### config.mk
export PLATFORM = sky130hd
export DESIGN_NAME = cpc_top
export DESIGN_NICKNAME = d
export VERILOG_FILES = /design/src/cpc_pkg.sv /design/src/cpc_sync.sv /design/src/cpc_top.sv
export SDC_FILE = /design/constraint.sdc
export NUM_CORES = 1
export LEC_CHECK = 0
export BUFFER_PORTS_ARGS = -buffer_cell sky130_fd_sc_hd__clkbuf_2
export CAP_MARGIN = 40
export CORE_MARGIN = 2
export CORE_UTILIZATION = 51
export DETAILED_ROUTE_END_ITERATION = 10
export GPL_ROUTABILITY_DRIVEN = 0
export PLACE_DENSITY = 0.95
export SYNTH_ARGS = -nofsm -noshare
export SYNTH_HDL_FRONTEND = slang
export SYNTH_HIERARCHICAL = 1
export SYNTH_SLANG_ARGS = --single-unit
### constraint.sdc
create_clock -name mclk_in -period 3.1 [get_ports mclk_in]
set_clock_uncertainty 0.1 [all_clocks]
set_input_delay 0.62 -clock mclk_in [delete_from_list [all_inputs] [get_ports mclk_in]]
set_output_delay 0.62 -clock mclk_in [all_outputs]
set_load 0.01 [all_outputs]
### src/cpc_pkg.sv
// Constants, register map and decode helpers for the channel pin control
// block. Shared by the control top, its checker, the board model and the bench.
package cpc_pkg;

    localparam int          CPC_ADDR_W      = 4;
    localparam int          CPC_DATA_W      = 32;

    // Register byte addresses
    localparam logic [3:0]  CPC_OFS_CTRL    = 4'h0;
    localparam logic [3:0]  CPC_OFS_STATUS  = 4'h4;
    localparam logic [3:0]  CPC_OFS_RATE    = 4'h8;

    // Control register fields
    localparam int          CTRL_CODEC_BIT  = 0;
    localparam int          CTRL_LOS_EN_BIT = 1;
    localparam int          CTRL_PWRDN_BIT  = 2;
    localparam int          CTRL_DPRST_BIT  = 3;
    localparam int          CTRL_LSEL_LSB   = 4;
    localparam logic [5:0]  CTRL_RESET      = 6'h00;

    // Rate register fields
    localparam int          RATE_SW_LSB     = 0;
    localparam logic [1:0]  RATE_RESET      = 2'h0;

    // Status register fields
    localparam int          ST_LOS_BIT      = 0;
    localparam int          ST_LOS_OE_BIT   = 1;
    localparam int          ST_CODEC_BIT    = 2;
    localparam int          ST_PDA_BIT      = 3;
    localparam int          ST_PDB_BIT      = 4;
    localparam int          ST_RATE_LSB     = 8;
    localparam int          ST_SRC_LSB      = 10;
    localparam int          ST_MODE_LSB     = 12;
    localparam int          ST_STRAP_B_LSB  = 20;
    localparam int          ST_STRAP_A_LSB  = 24;

    // Rate select strap codes
    localparam logic [2:0]  RSEL_FULL       = 3'h0;
    localparam logic [2:0]  RSEL_HALF       = 3'h1;
    localparam logic [2:0]  RSEL_QUARTER    = 3'h2;
    localparam logic [2:0]  RSEL_EIGHTH     = 3'h3;
    localparam logic [2:0]  RSEL_SOFT       = 3'h4;
    localparam logic [2:0]  RSEL_AUTO       = 3'h5;
    localparam logic [2:0]  RSEL_AUTO_PRI   = 3'h6;
    localparam logic [2:0]  RSEL_SLAVE      = 3'h7;

    // Serializer settings source
    localparam logic [1:0]  SRC_STRAP       = 2'h0;
    localparam logic [1:0]  SRC_SOFT        = 2'h1;
    localparam logic [1:0]  SRC_DET_OWN     = 2'h2;
    localparam logic [1:0]  SRC_DET_PEER    = 2'h3;

    // Signal-loss pin source select
    localparam logic [1:0]  LSEL_LOSS       = 2'h0;
    localparam logic [1:0]  LSEL_STAT_0     = 2'h1;
    localparam logic [1:0]  LSEL_STAT_1     = 2'h2;
    localparam logic [1:0]  LSEL_STAT_2     = 2'h3;

    typedef enum logic [4:0] {
        CPC_MODE_FIXED    = 5'h01,
        CPC_MODE_SOFT     = 5'h02,
        CPC_MODE_AUTO     = 5'h04,
        CPC_MODE_AUTO_PRI = 5'h08,
        CPC_MODE_SLAVE    = 5'h10
    } cpc_mode_type;

    function automatic logic cpc_is_auto(input logic [2:0] code);
        cpc_is_auto = (code == RSEL_AUTO) || (code == RSEL_AUTO_PRI);
    endfunction

    function automatic cpc_mode_type cpc_decode(input logic [2:0] code);
        case (code)
            RSEL_SOFT:     cpc_decode = CPC_MODE_SOFT;
            RSEL_AUTO:     cpc_decode = CPC_MODE_AUTO;
            RSEL_AUTO_PRI: cpc_decode = CPC_MODE_AUTO_PRI;
            RSEL_SLAVE:    cpc_decode = CPC_MODE_SLAVE;
            default:       cpc_decode = CPC_MODE_FIXED;
        endcase
    endfunction

endpackage

### src/cpc_sync.sv
// Two-flop synchroniser for static strap and pin levels.
// Assumes inputs are slow levels; multi-bit buses may skew one cycle.
`timescale 1ns/100ps
module cpc_sync #(
    parameter int               WIDTH = 1,
    parameter logic [WIDTH-1:0] INIT  = '0
) (
    input  wire logic             mclk_in,
    input  wire logic             rst_b_in,
    input  wire logic [WIDTH-1:0] async_in,
    output logic      [WIDTH-1:0] sync_out
);
    logic [WIDTH-1:0] meta_ff;
    logic [WIDTH-1:0] sync_ff;

    always_ff @(posedge mclk_in or negedge rst_b_in) begin
        if (!rst_b_in) begin
            meta_ff <= INIT;
            sync_ff <= INIT;
        end else begin
            meta_ff <= async_in;
            sync_ff <= meta_ff;
        end
    end

    assign sync_out = sync_ff;
endmodule // cpc_sync

### src/cpc_top.sv
// Pin control and status for a transceiver channel pair: codec enable,
// signal-loss pin, power-down, channel B serial output and rate decode.
// Assumes an Avalon-MM master on mclk_in and analog pins outside.
//
// Operation
// - Codec enable pin high turns on channel A encoder and decoder.
// - Codec pin ORed with software bit; software works only with pin low.
// - Loss pin reads 0 on signal, 1 on loss when detect enabled.
// - Software may route other live status onto the loss pin.
// - During device reset the loss pin is driven low.
// - Channel A power-down pin low floats the loss pin.
// - Register power-down bit set floats the loss pin.
// - Power-down pin low holds channel A down; release resumes it.
// - During device reset channel B serial pair shows differential zero.
// - Channel B pair floats on its power-down pin or register bit.
// - Codes 000 to 011 fix full, half, quarter, eighth rate.
// - Code 100 hands the rate choice to software registers.
// - Code 101 enables auto detector; clock output follows select.
// - Code 110 enables detector, ignores select, top clock priority.
// - Code 111 slaves B to A's detector, else own registers.
// - The rate code governs transmit and receive of channel B.
`timescale 1ns/100ps
module cpc_top
    import cpc_pkg::*;
(
    input  wire logic                  mclk_in,
    input  wire logic                  rst_b_in,
    // Avalon-MM slave
    input  wire logic [CPC_ADDR_W-1:0] avs_address_in,
    input  wire logic                  avs_read_in,
    input  wire logic                  avs_write_in,
    input  wire logic [CPC_DATA_W-1:0] avs_writedata_in,
    input  wire logic [3:0]            avs_byteenable_in,
    output logic      [CPC_DATA_W-1:0] avs_readdata_out,
    output logic                       avs_waitrequest_out,
    // Straps and pins
    input  wire logic                  codec_enable_chan_a_in,
    input  wire logic                  chan_a_powerdown_low_in,
    input  wire logic                  chan_b_powerdown_low_in,
    input  wire logic [2:0]            rate_sel_a_in,
    input  wire logic [2:0]            rate_sel_b_in,
    input  wire logic                  loss_detect_a_in,
    input  wire logic [2:0]            live_status_a_in,
    // Detector results and channel B transmit bit, same clock
    input  wire logic [1:0]            det_rate_a_in,
    input  wire logic [1:0]            det_rate_b_in,
    input  wire logic                  tx_bit_b_in,
    // Channel A
    output logic                       codec_en_a_out,
    output logic                       chan_a_down_out,
    output logic                       datapath_reset_a_out,
    output logic                       signal_loss_flag_a_out,
    output logic                       signal_loss_flag_a_oe_out,
    // Channel B
    output logic                       serial_out_b_pos_out,
    output logic                       serial_out_b_neg_out,
    output logic                       serial_out_b_oe_out,
    output logic                       chan_b_down_out,
    output logic [1:0]                 rate_b_out,
    output logic [1:0]                 rate_src_b_out,
    output logic                       auto_rate_detect_b_out,
    output logic                       clk_out_follow_sel_b_out,
    output logic                       clk_out_priority_b_out
);

    logic                  codec_s;
    logic                  pda_low_s;
    logic                  pdb_low_s;
    logic [2:0]            rsel_a_s;
    logic [2:0]            rsel_b_s;
    logic                  loss_s;
    logic [2:0]            live_s;

    // Strap sync
    // two-flop straps
    cpc_sync #(.WIDTH(13), .INIT(13'h0C00)) u_strap_sync (
        .mclk_in  (mclk_in),
        .rst_b_in (rst_b_in),
        .async_in ({codec_enable_chan_a_in, chan_a_powerdown_low_in,
                    chan_b_powerdown_low_in, rate_sel_a_in,
                    rate_sel_b_in, loss_detect_a_in, live_status_a_in}),
        .sync_out ({codec_s, pda_low_s, pdb_low_s, rsel_a_s, rsel_b_s,
                    loss_s, live_s})
    );

    // Bus state
    logic                  wait_ff;
    logic                  nxt_wait;
    logic [CPC_DATA_W-1:0] rdata_ff;
    logic [CPC_DATA_W-1:0] nxt_rdata;
    logic [5:0]            ctrl_ff;
    logic [5:0]            nxt_ctrl;
    logic [1:0]            rate_sw_ff;
    logic [1:0]            nxt_rate_sw;
    logic                  dprst_ff;
    logic                  nxt_dprst;
    logic [CPC_DATA_W-1:0] status_w;
    logic                  wr_take;
    logic                  rd_take;

    // Pin state
    logic                  los_ff;
    logic                  nxt_los;
    logic                  los_oe_ff;
    logic                  nxt_los_oe;
    logic                  codec_ff;
    logic                  nxt_codec;
    logic                  pda_ff;
    logic                  nxt_pda;
    logic                  pdb_ff;
    logic                  nxt_pdb;
    logic                  txp_ff;
    logic                  nxt_txp;
    logic                  txn_ff;
    logic                  nxt_txn;
    logic                  txoe_ff;
    logic                  nxt_txoe;
    logic                  los_raw;

    // Rate state
    cpc_mode_type          mode_ff;
    cpc_mode_type          nxt_mode;
    logic [1:0]            rate_ff;
    logic [1:0]            nxt_rate;
    logic [1:0]            src_ff;
    logic [1:0]            nxt_src;
    logic                  ard_ff;
    logic                  nxt_ard;
    logic                  follow_ff;
    logic                  nxt_follow;
    logic                  prio_ff;
    logic                  nxt_prio;

    // One wait cycle per access keeps read data registered
    assign wr_take = avs_write_in && !wait_ff;
    assign rd_take = avs_read_in && wait_ff;

    always_comb begin
        status_w = '0;
        status_w[ST_LOS_BIT]     = los_ff;
        status_w[ST_LOS_OE_BIT]  = los_oe_ff;
        status_w[ST_CODEC_BIT]   = codec_ff;
        status_w[ST_PDA_BIT]     = pda_ff;
        status_w[ST_PDB_BIT]     = pdb_ff;
        status_w[ST_RATE_LSB+:2] = rate_ff;
        status_w[ST_SRC_LSB+:2]  = src_ff;
        status_w[ST_MODE_LSB+:5] = mode_ff;
        status_w[ST_STRAP_B_LSB+:3] = rsel_b_s;
        status_w[ST_STRAP_A_LSB+:3] = rsel_a_s;
    end

    always_comb begin
        nxt_wait    = !((avs_read_in || avs_write_in) && wait_ff);
        nxt_rdata   = rdata_ff;
        nxt_ctrl    = ctrl_ff;
        nxt_rate_sw = rate_sw_ff;
        nxt_dprst   = 1'b0;
        if (rd_take) begin
            case (avs_address_in)
                CPC_OFS_CTRL:   nxt_rdata = {26'h0, ctrl_ff};
                CPC_OFS_STATUS: nxt_rdata = status_w;
                CPC_OFS_RATE:   nxt_rdata = {30'h0, rate_sw_ff};
                default:        nxt_rdata = '0;
            endcase
        end
        if (wr_take && avs_byteenable_in[0]) begin
            case (avs_address_in)
                CPC_OFS_CTRL: begin
                    nxt_ctrl = avs_writedata_in[5:0];
                    nxt_dprst = avs_writedata_in[CTRL_DPRST_BIT];
                    nxt_ctrl[CTRL_DPRST_BIT] = 1'b0;
                end
                CPC_OFS_RATE:
                    nxt_rate_sw = avs_writedata_in[RATE_SW_LSB+:2];
                default: nxt_ctrl = ctrl_ff;
            endcase
        end
    end

    always_ff @(posedge mclk_in or negedge rst_b_in) begin
        if (!rst_b_in) begin
            wait_ff    <= 1'b1;
            rdata_ff   <= '0;
            ctrl_ff    <= CTRL_RESET;
            rate_sw_ff <= RATE_RESET;
            dprst_ff   <= 1'b0;
        end else begin
            wait_ff    <= nxt_wait;
            rdata_ff   <= nxt_rdata;
            ctrl_ff    <= nxt_ctrl;
            rate_sw_ff <= nxt_rate_sw;
            dprst_ff   <= nxt_dprst;
        end
    end

    // Loss pin source
    always_comb begin
        case (ctrl_ff[CTRL_LSEL_LSB+:2])
            LSEL_LOSS:   los_raw = loss_s && ctrl_ff[CTRL_LOS_EN_BIT];
            LSEL_STAT_0: los_raw = live_s[0];
            LSEL_STAT_1: los_raw = live_s[1];
            LSEL_STAT_2: los_raw = live_s[2];
            default:     los_raw = 1'b0;
        endcase
    end

    always_comb begin
        nxt_codec  = codec_s || ctrl_ff[CTRL_CODEC_BIT];
        nxt_pda    = !pda_low_s || ctrl_ff[CTRL_PWRDN_BIT];
        nxt_pdb    = !pdb_low_s || ctrl_ff[CTRL_PWRDN_BIT];
        nxt_los    = los_raw;
        nxt_los_oe = pda_low_s && !ctrl_ff[CTRL_PWRDN_BIT];
        nxt_txoe   = pdb_low_s && !ctrl_ff[CTRL_PWRDN_BIT];
        nxt_txp    = tx_bit_b_in;
        nxt_txn    = !tx_bit_b_in;
    end

    always_ff @(posedge mclk_in or negedge rst_b_in) begin
        if (!rst_b_in) begin
            codec_ff  <= 1'b0;
            pda_ff    <= 1'b0;
            pdb_ff    <= 1'b0;
            los_ff    <= 1'b0;
            los_oe_ff <= 1'b1;
            txp_ff    <= 1'b0;
            txn_ff    <= 1'b1;
            txoe_ff   <= 1'b1;
        end else begin
            codec_ff  <= nxt_codec;
            pda_ff    <= nxt_pda;
            pdb_ff    <= nxt_pdb;
            los_ff    <= nxt_los;
            los_oe_ff <= nxt_los_oe;
            txp_ff    <= nxt_txp;
            txn_ff    <= nxt_txn;
            txoe_ff   <= nxt_txoe;
        end
    end

    // Rate decode; one setting feeds both directions of channel B
    always_comb begin
        nxt_mode   = cpc_decode(rsel_b_s);
        nxt_rate   = rsel_b_s[1:0];
        nxt_src    = SRC_STRAP;
        nxt_ard    = 1'b0;
        nxt_follow = 1'b1;
        nxt_prio   = 1'b0;
        case (nxt_mode)
            CPC_MODE_FIXED: nxt_rate = rsel_b_s[1:0];
            CPC_MODE_SOFT: begin
                nxt_rate = rate_sw_ff;
                nxt_src  = SRC_SOFT;
            end
            CPC_MODE_AUTO: begin
                nxt_rate = det_rate_b_in;
                nxt_src  = SRC_DET_OWN;
                nxt_ard  = 1'b1;
            end
            CPC_MODE_AUTO_PRI: begin
                nxt_rate   = det_rate_b_in;
                nxt_src    = SRC_DET_OWN;
                nxt_ard    = 1'b1;
                nxt_follow = 1'b0;
                nxt_prio   = 1'b1;
            end
            CPC_MODE_SLAVE: begin
                if (cpc_is_auto(rsel_a_s)) begin
                    nxt_rate   = det_rate_a_in;
                    nxt_src    = SRC_DET_PEER;
                    nxt_follow = 1'b0;
                end else begin
                    nxt_rate = rate_sw_ff;
                    nxt_src  = SRC_SOFT;
                end
            end
            default: nxt_rate = rsel_b_s[1:0];
        endcase
    end

    always_ff @(posedge mclk_in or negedge rst_b_in) begin
        if (!rst_b_in) begin
            mode_ff   <= CPC_MODE_FIXED;
            rate_ff   <= 2'h0;
            src_ff    <= SRC_STRAP;
            ard_ff    <= 1'b0;
            follow_ff <= 1'b1;
            prio_ff   <= 1'b0;
        end else begin
            mode_ff   <= nxt_mode;
            rate_ff   <= nxt_rate;
            src_ff    <= nxt_src;
            ard_ff    <= nxt_ard;
            follow_ff <= nxt_follow;
            prio_ff   <= nxt_prio;
        end
    end

    assign avs_readdata_out          = rdata_ff;
    assign avs_waitrequest_out       = wait_ff;
    assign codec_en_a_out            = codec_ff;
    assign chan_a_down_out           = pda_ff;
    assign datapath_reset_a_out      = dprst_ff;
    assign signal_loss_flag_a_out    = los_ff;
    assign signal_loss_flag_a_oe_out = los_oe_ff;
    assign serial_out_b_pos_out      = txp_ff;
    assign serial_out_b_neg_out      = txn_ff;
    assign serial_out_b_oe_out       = txoe_ff;
    assign chan_b_down_out           = pdb_ff;
    assign rate_b_out                = rate_ff;
    assign rate_src_b_out            = src_ff;
    assign auto_rate_detect_b_out    = ard_ff;
    assign clk_out_follow_sel_b_out  = follow_ff;
    assign clk_out_priority_b_out    = prio_ff;

endmodule // cpc_top

# After elaboration in Yosys (flattened, before gate mapping)
# Cells that the tools add are included.
# Widths: inputs -> output; s select.
# op_classes
eq_ne,15
n_mux,13
reduce_logical,23
# op_table
op,n
$pmux 27 s3,1
$pmux 5 s4,1
$eq 3x3->1 const B,6
$pmux 2 s3,2
$logic_and 1x1->1,7
$logic_not 1->1,6
$eq 5x2->1 const B,1
$eq 5x3->1 const B,1
$eq 5x4->1 const B,1
$eq 5x5->1 const B,1
$logic_or 1x1->1,5
$mux 1,5
$eq 2x2->1 const B,2
$eq 4x3->1 const B,1
$eq 4x4->1 const B,1
$logic_not 4->1,1
$mux 2,2
$pmux 1 s4,1
$reduce_and 2->1,2
$eq 2x1->1 const B,1
$logic_not 2->1,1
$pmux 1 s2,1
$reduce_or 2->1,1
# word_totals
ff_bits,87
wordCells,72
inputBits,62
out_inout_bits,49

# Longest topological paths before layout
# logic_depth
depth_word,5
depth_mapped,5
ltp_nobuf,4

# Modules after synthesis
# Netlist, hierarchy kept.
# modules_own_cells
module,instances,seq_area_each_um2,area_each_um2,cells_each
cpc_top,1,1258.7,2060.7,161
cpc_sync,1,655.6,655.6,26

# Least setup slack after synthesis
# OpenSTA, ideal clock, no wires.
# synth_timing
path_type,input port to flip-flop
from,in avs_address_in[2]
to,reg ctrl_ff[0]
t_arrival_ns,1.596
setup_ns,0.125
path_slack_ns,1.279
n_path_buf,2
path_stages,5
path_cell_list,buf_6 -> nor4_4 -> and3_1 -> buf_6 -> mux2_4
# synth_via
elab_chain_cells,2
# synth_rtl
item,line_no,rtl
"start, declared",cpc_top.sv:29,"input wire logic [CPC_ADDR_W-1:0] avs_address_in,"
$logic_not 4->1,cpc_top.sv:167,case (avs_address_in)
$reduce_and 2->1 (no line),-,
"end signal, assigned",cpc_top.sv:190,ctrl_ff <= nxt_ctrl;
"end, declared",cpc_top.sv:91,logic [5:0] ctrl_ff;
# No other way between the ends.
# A chain may end at the register's enable or synchronous reset.

# Worst setup path after layout
# layout_timing
from,in avs_address_in[1]
to,reg ctrl_ff[2]
# Same word-level chain as after synthesis.

==> impl_metrics.json <==
{
  "outcome": "completed",
  "die_w_um": 77.0,
  "dp_hpwl_um": 3330,
  "synth_top_family_by_area": "compound AO/OA/AOI/OAI gates",
  "start_util": 0.528,
  "clock_path_buffers": 2,
  "cts.sinks": 76,
  "area_delta_synth_final_pct": 19.7,
  "clkTransAtPathRegs_ns": 0.08,
  "yosysWarnings": 6,
  "ioPinCount": 111,
  "finalHoldViolCount": 0,
  "fin_tns_setup_ns": 0,
  "ys_seq_elements": 76,
  "port_buffers": 70,
  "syn_inst": 187,
  "drtAntennaViolNets": 0,
  "post-place-ws_ns": 0.973,
  "swShare": 0.235,
  "overflow": 0,
  "ctsRootBufferMaster": "clkbuf_8",
  "p_clk_frac": 0.340,
  "synth_simple_gate_area_frac": 0.0705,
  "globalRouteMet1Util": 0.236,
  "worst_slew_pin_slew_ns": 0.738,
  "min-delay-path-class": "input pin to async pin",
  "grt.busiest_layer": "met2",
  "async_reset_ff_frac": 1.00,
  "use_met2": 0.263,
  "cp.required_ns": 3.21,
  "n_antenna_cell": 0,
  "setup_viol": 0,
  "grt_pass1_vias": 1632,
  "setup_slack_ns": 1.29,
  "vias_per_cell": 4.89,
  "p_leak_nw": 1.68,
  "synth_area_leader_cell": "dfrtp_1",
  "synth_cell_types": 34,
  "dieArea_um2": 5930,
  "comb_power_share": 0.089,
  "synth_top_area_share": 0.608,
  "synth_ff_type": "dfrtp_1",
  "cts-htree-levels": 3,
  "critical_path_class": "input pin to flop",
  "post_cts_buffers": 0,
  "peakVddDrop_mv": 0.372,
  "cts_tree": "yes",
  "met3_usage": 0.0518,
  "synth_fa_ha_area_frac": 0,
  "final_common_cell": "clkbuf_2",
  "grt_pass1_wl_um": 7940,
  "via_count": 1638,
  "die_h_um": 77.0,
  "power_frac_seq": 0.572,
  "synth-compound-area-share": 0.0921,
  "syn_area_per_cell_um2": 14.5,
  "post_drt_wl_per_cell_um": 13.9,
  "synth_area_leaders": "dfrtp_1 (61%), dfstp_2 (9.7%), a22o_1 (5.2%)",
  "rows": 26,
  "arrival_ns": 1.92,
  "final_nets": 322,
  "slew_headroom": 0.507,
  "cp_max_fo": 6,
  "intPower_mw": 1.47,
  "drt-total-wl_um": 4670,
  "grt_max_degree": 48,
  "drv_slew": 0,
  "fmax_mhz": 552,
  "core_area_um2": 5140,
  "cts_buffers": 9,
  "maxCapViolations": 0,
  "clk_latency_ns": 0.33,
  "ctsResizeCount": 0,
  "synthMuxAreaShare": 0.0663,
  "holdWs_ns": 0.104,
  "p_switching_mw": 0.452,
  "synthXorXnorAreaFrac": 0.00645,
  "min_period_over_period": 0.584,
  "mostFrequentLayoutCells": "clkbuf_2 (69), dfrtp_1 (66), a22o_1 (16)",
  "rsz0062_at_grt": "false",
  "setup.worst_path.end_class": "flop",
  "syn_area_um2": 2720,
  "grt_usage": 0.176,
  "synth-seq-area-share": 0.705,
  "period_needed_ns": 1.81,
  "final_layout_size_suffix_gt1_frac": 0.392,
  "drcViolationCount": 0,
  "hold_buffers": 0,
  "synth_edf_count": 0,
  "drt_iter0_markers": 128,
  "start_kind": "input pin",
  "antenna_found_initial": 0,
  "cellPowerDensity_nw_per_um2": 591,
  "drt-pass1-iter-count": 4
}
[routing by layer]
| metal | share of wire | wire length, um | vias to the layer above |
|---|---|---|---|
| li1 | - | - | 767 |
| met1 | 0.41 | 1910 | 796 |
| met2 | 0.50 | 2360 | 68 |
| met3 | 0.069 | 324 | 7 |
| met4 | 0.017 | 80 | 0 |
| met5 | 0 | 0 | - |
[area by class of cell]
| class | instances | area [um^2] |
|---|---|---|
| Sequential cell | 76 | 1910 |
| Fill cell | 429 | 1890 |
| Multi-Input combinational cell | 96 | 681 |
| Timing Repair Buffer | 71 | 373 |
| Clock buffer | 14 | 163 |
| Tap cell | 70 | 87.6 |
| Inverter | 6 | 22.5 |
| Clock inverter | 2 | 10.0 |
[metrics by stage]
stage               area (um^2)  power, mW  cells  utilization
floorplan                  2750       1.21    197            -
global placement           3060       1.28    318        0.595
detailed placement         3080       1.29    319        0.599
CTS                        3250       1.95    335        0.632
global route               3250       2.02    335        0.632
finish                     3250       1.92    335        0.632
[synthesized netlist by cell type, types with 2 or more instances]
cell type and count:
mux2i_1 6, nor2b_1 3, buf_4 11, o21ai_0 10, xor2_1 2, nand2_1 10
nor2_1 7, inv_1 6, mux2_2 2, and2_1 2, nand3_1 2, dfstp_2 10
a222oi_1 2, a21oi_1 2, dfrtp_1 66, nand2b_1 3, mux2_4 5, buf_6 3
a22o_1 16, a21o_1 2, clkbuf_1 4
[critical path, cell delays in order]
cell,delay [ns]
clkbuf_2,0.12
nor4_4,0.36
and3_1,0.47
mux2_4,0.34
[cell families (layout without fill, tap and decap cells)]
kind of cell / count (synthesis) / in the layout
AOI/OAI and AO/OA: 34 / 34
xor gates and xnor gates: 2 / 2
buffers and inverters: 25 / 93
DFF: 76 / 76
muxes: 14 / 14
other: 1 / 11
and+or+nand+nor: 35 / 35
[worst paths after layout]
kind,from,end,slack (ns),cells after the start
setup / recovery,avs_address_in[1],ctrl_ff[2],1.29,4
hold / removal,rst_b_in,avs_readdata_out[14],0.10,1
setup reg to reg,avs_waitrequest_out,avs_readdata_out[1],1.35,4
hold reg to reg,u_strap_sync/meta_ff[12],u_strap_sync/sync_out[12],0.25,0
max in group asynchronous,rst_b_in,serial_out_b_neg_out,2.17,2
min in group mclk_in,u_strap_sync/meta_ff[12],u_strap_sync/sync_out[12],0.25,0
[flip-flops by register name, summed over array words and instances, names as in the netlist, 2 cells and up]
signal and cells:
avs_readdata_out 21, ctrl_ff 5, mode_ff 5, rate_b_out 2
rate_src_b_out 2, rate_sw_ff 2, u_strap_sync/meta_ff 13, u_strap_sync/sync_out 13
[power by group through the flow]
stage / clock network (mW) / logic, mW / registers (mW)
floorplan: 0 / 0.0900 / 1.12
global placement: 0 / 0.163 / 1.11
detailed placement: 0 / 0.172 / 1.12
CTS: 0.674 / 0.174 / 1.10
global route: 0.724 / 0.190 / 1.10
finish: 0.652 / 0.170 / 1.10
Note: power is estimated with default switching activity, not from simulation.
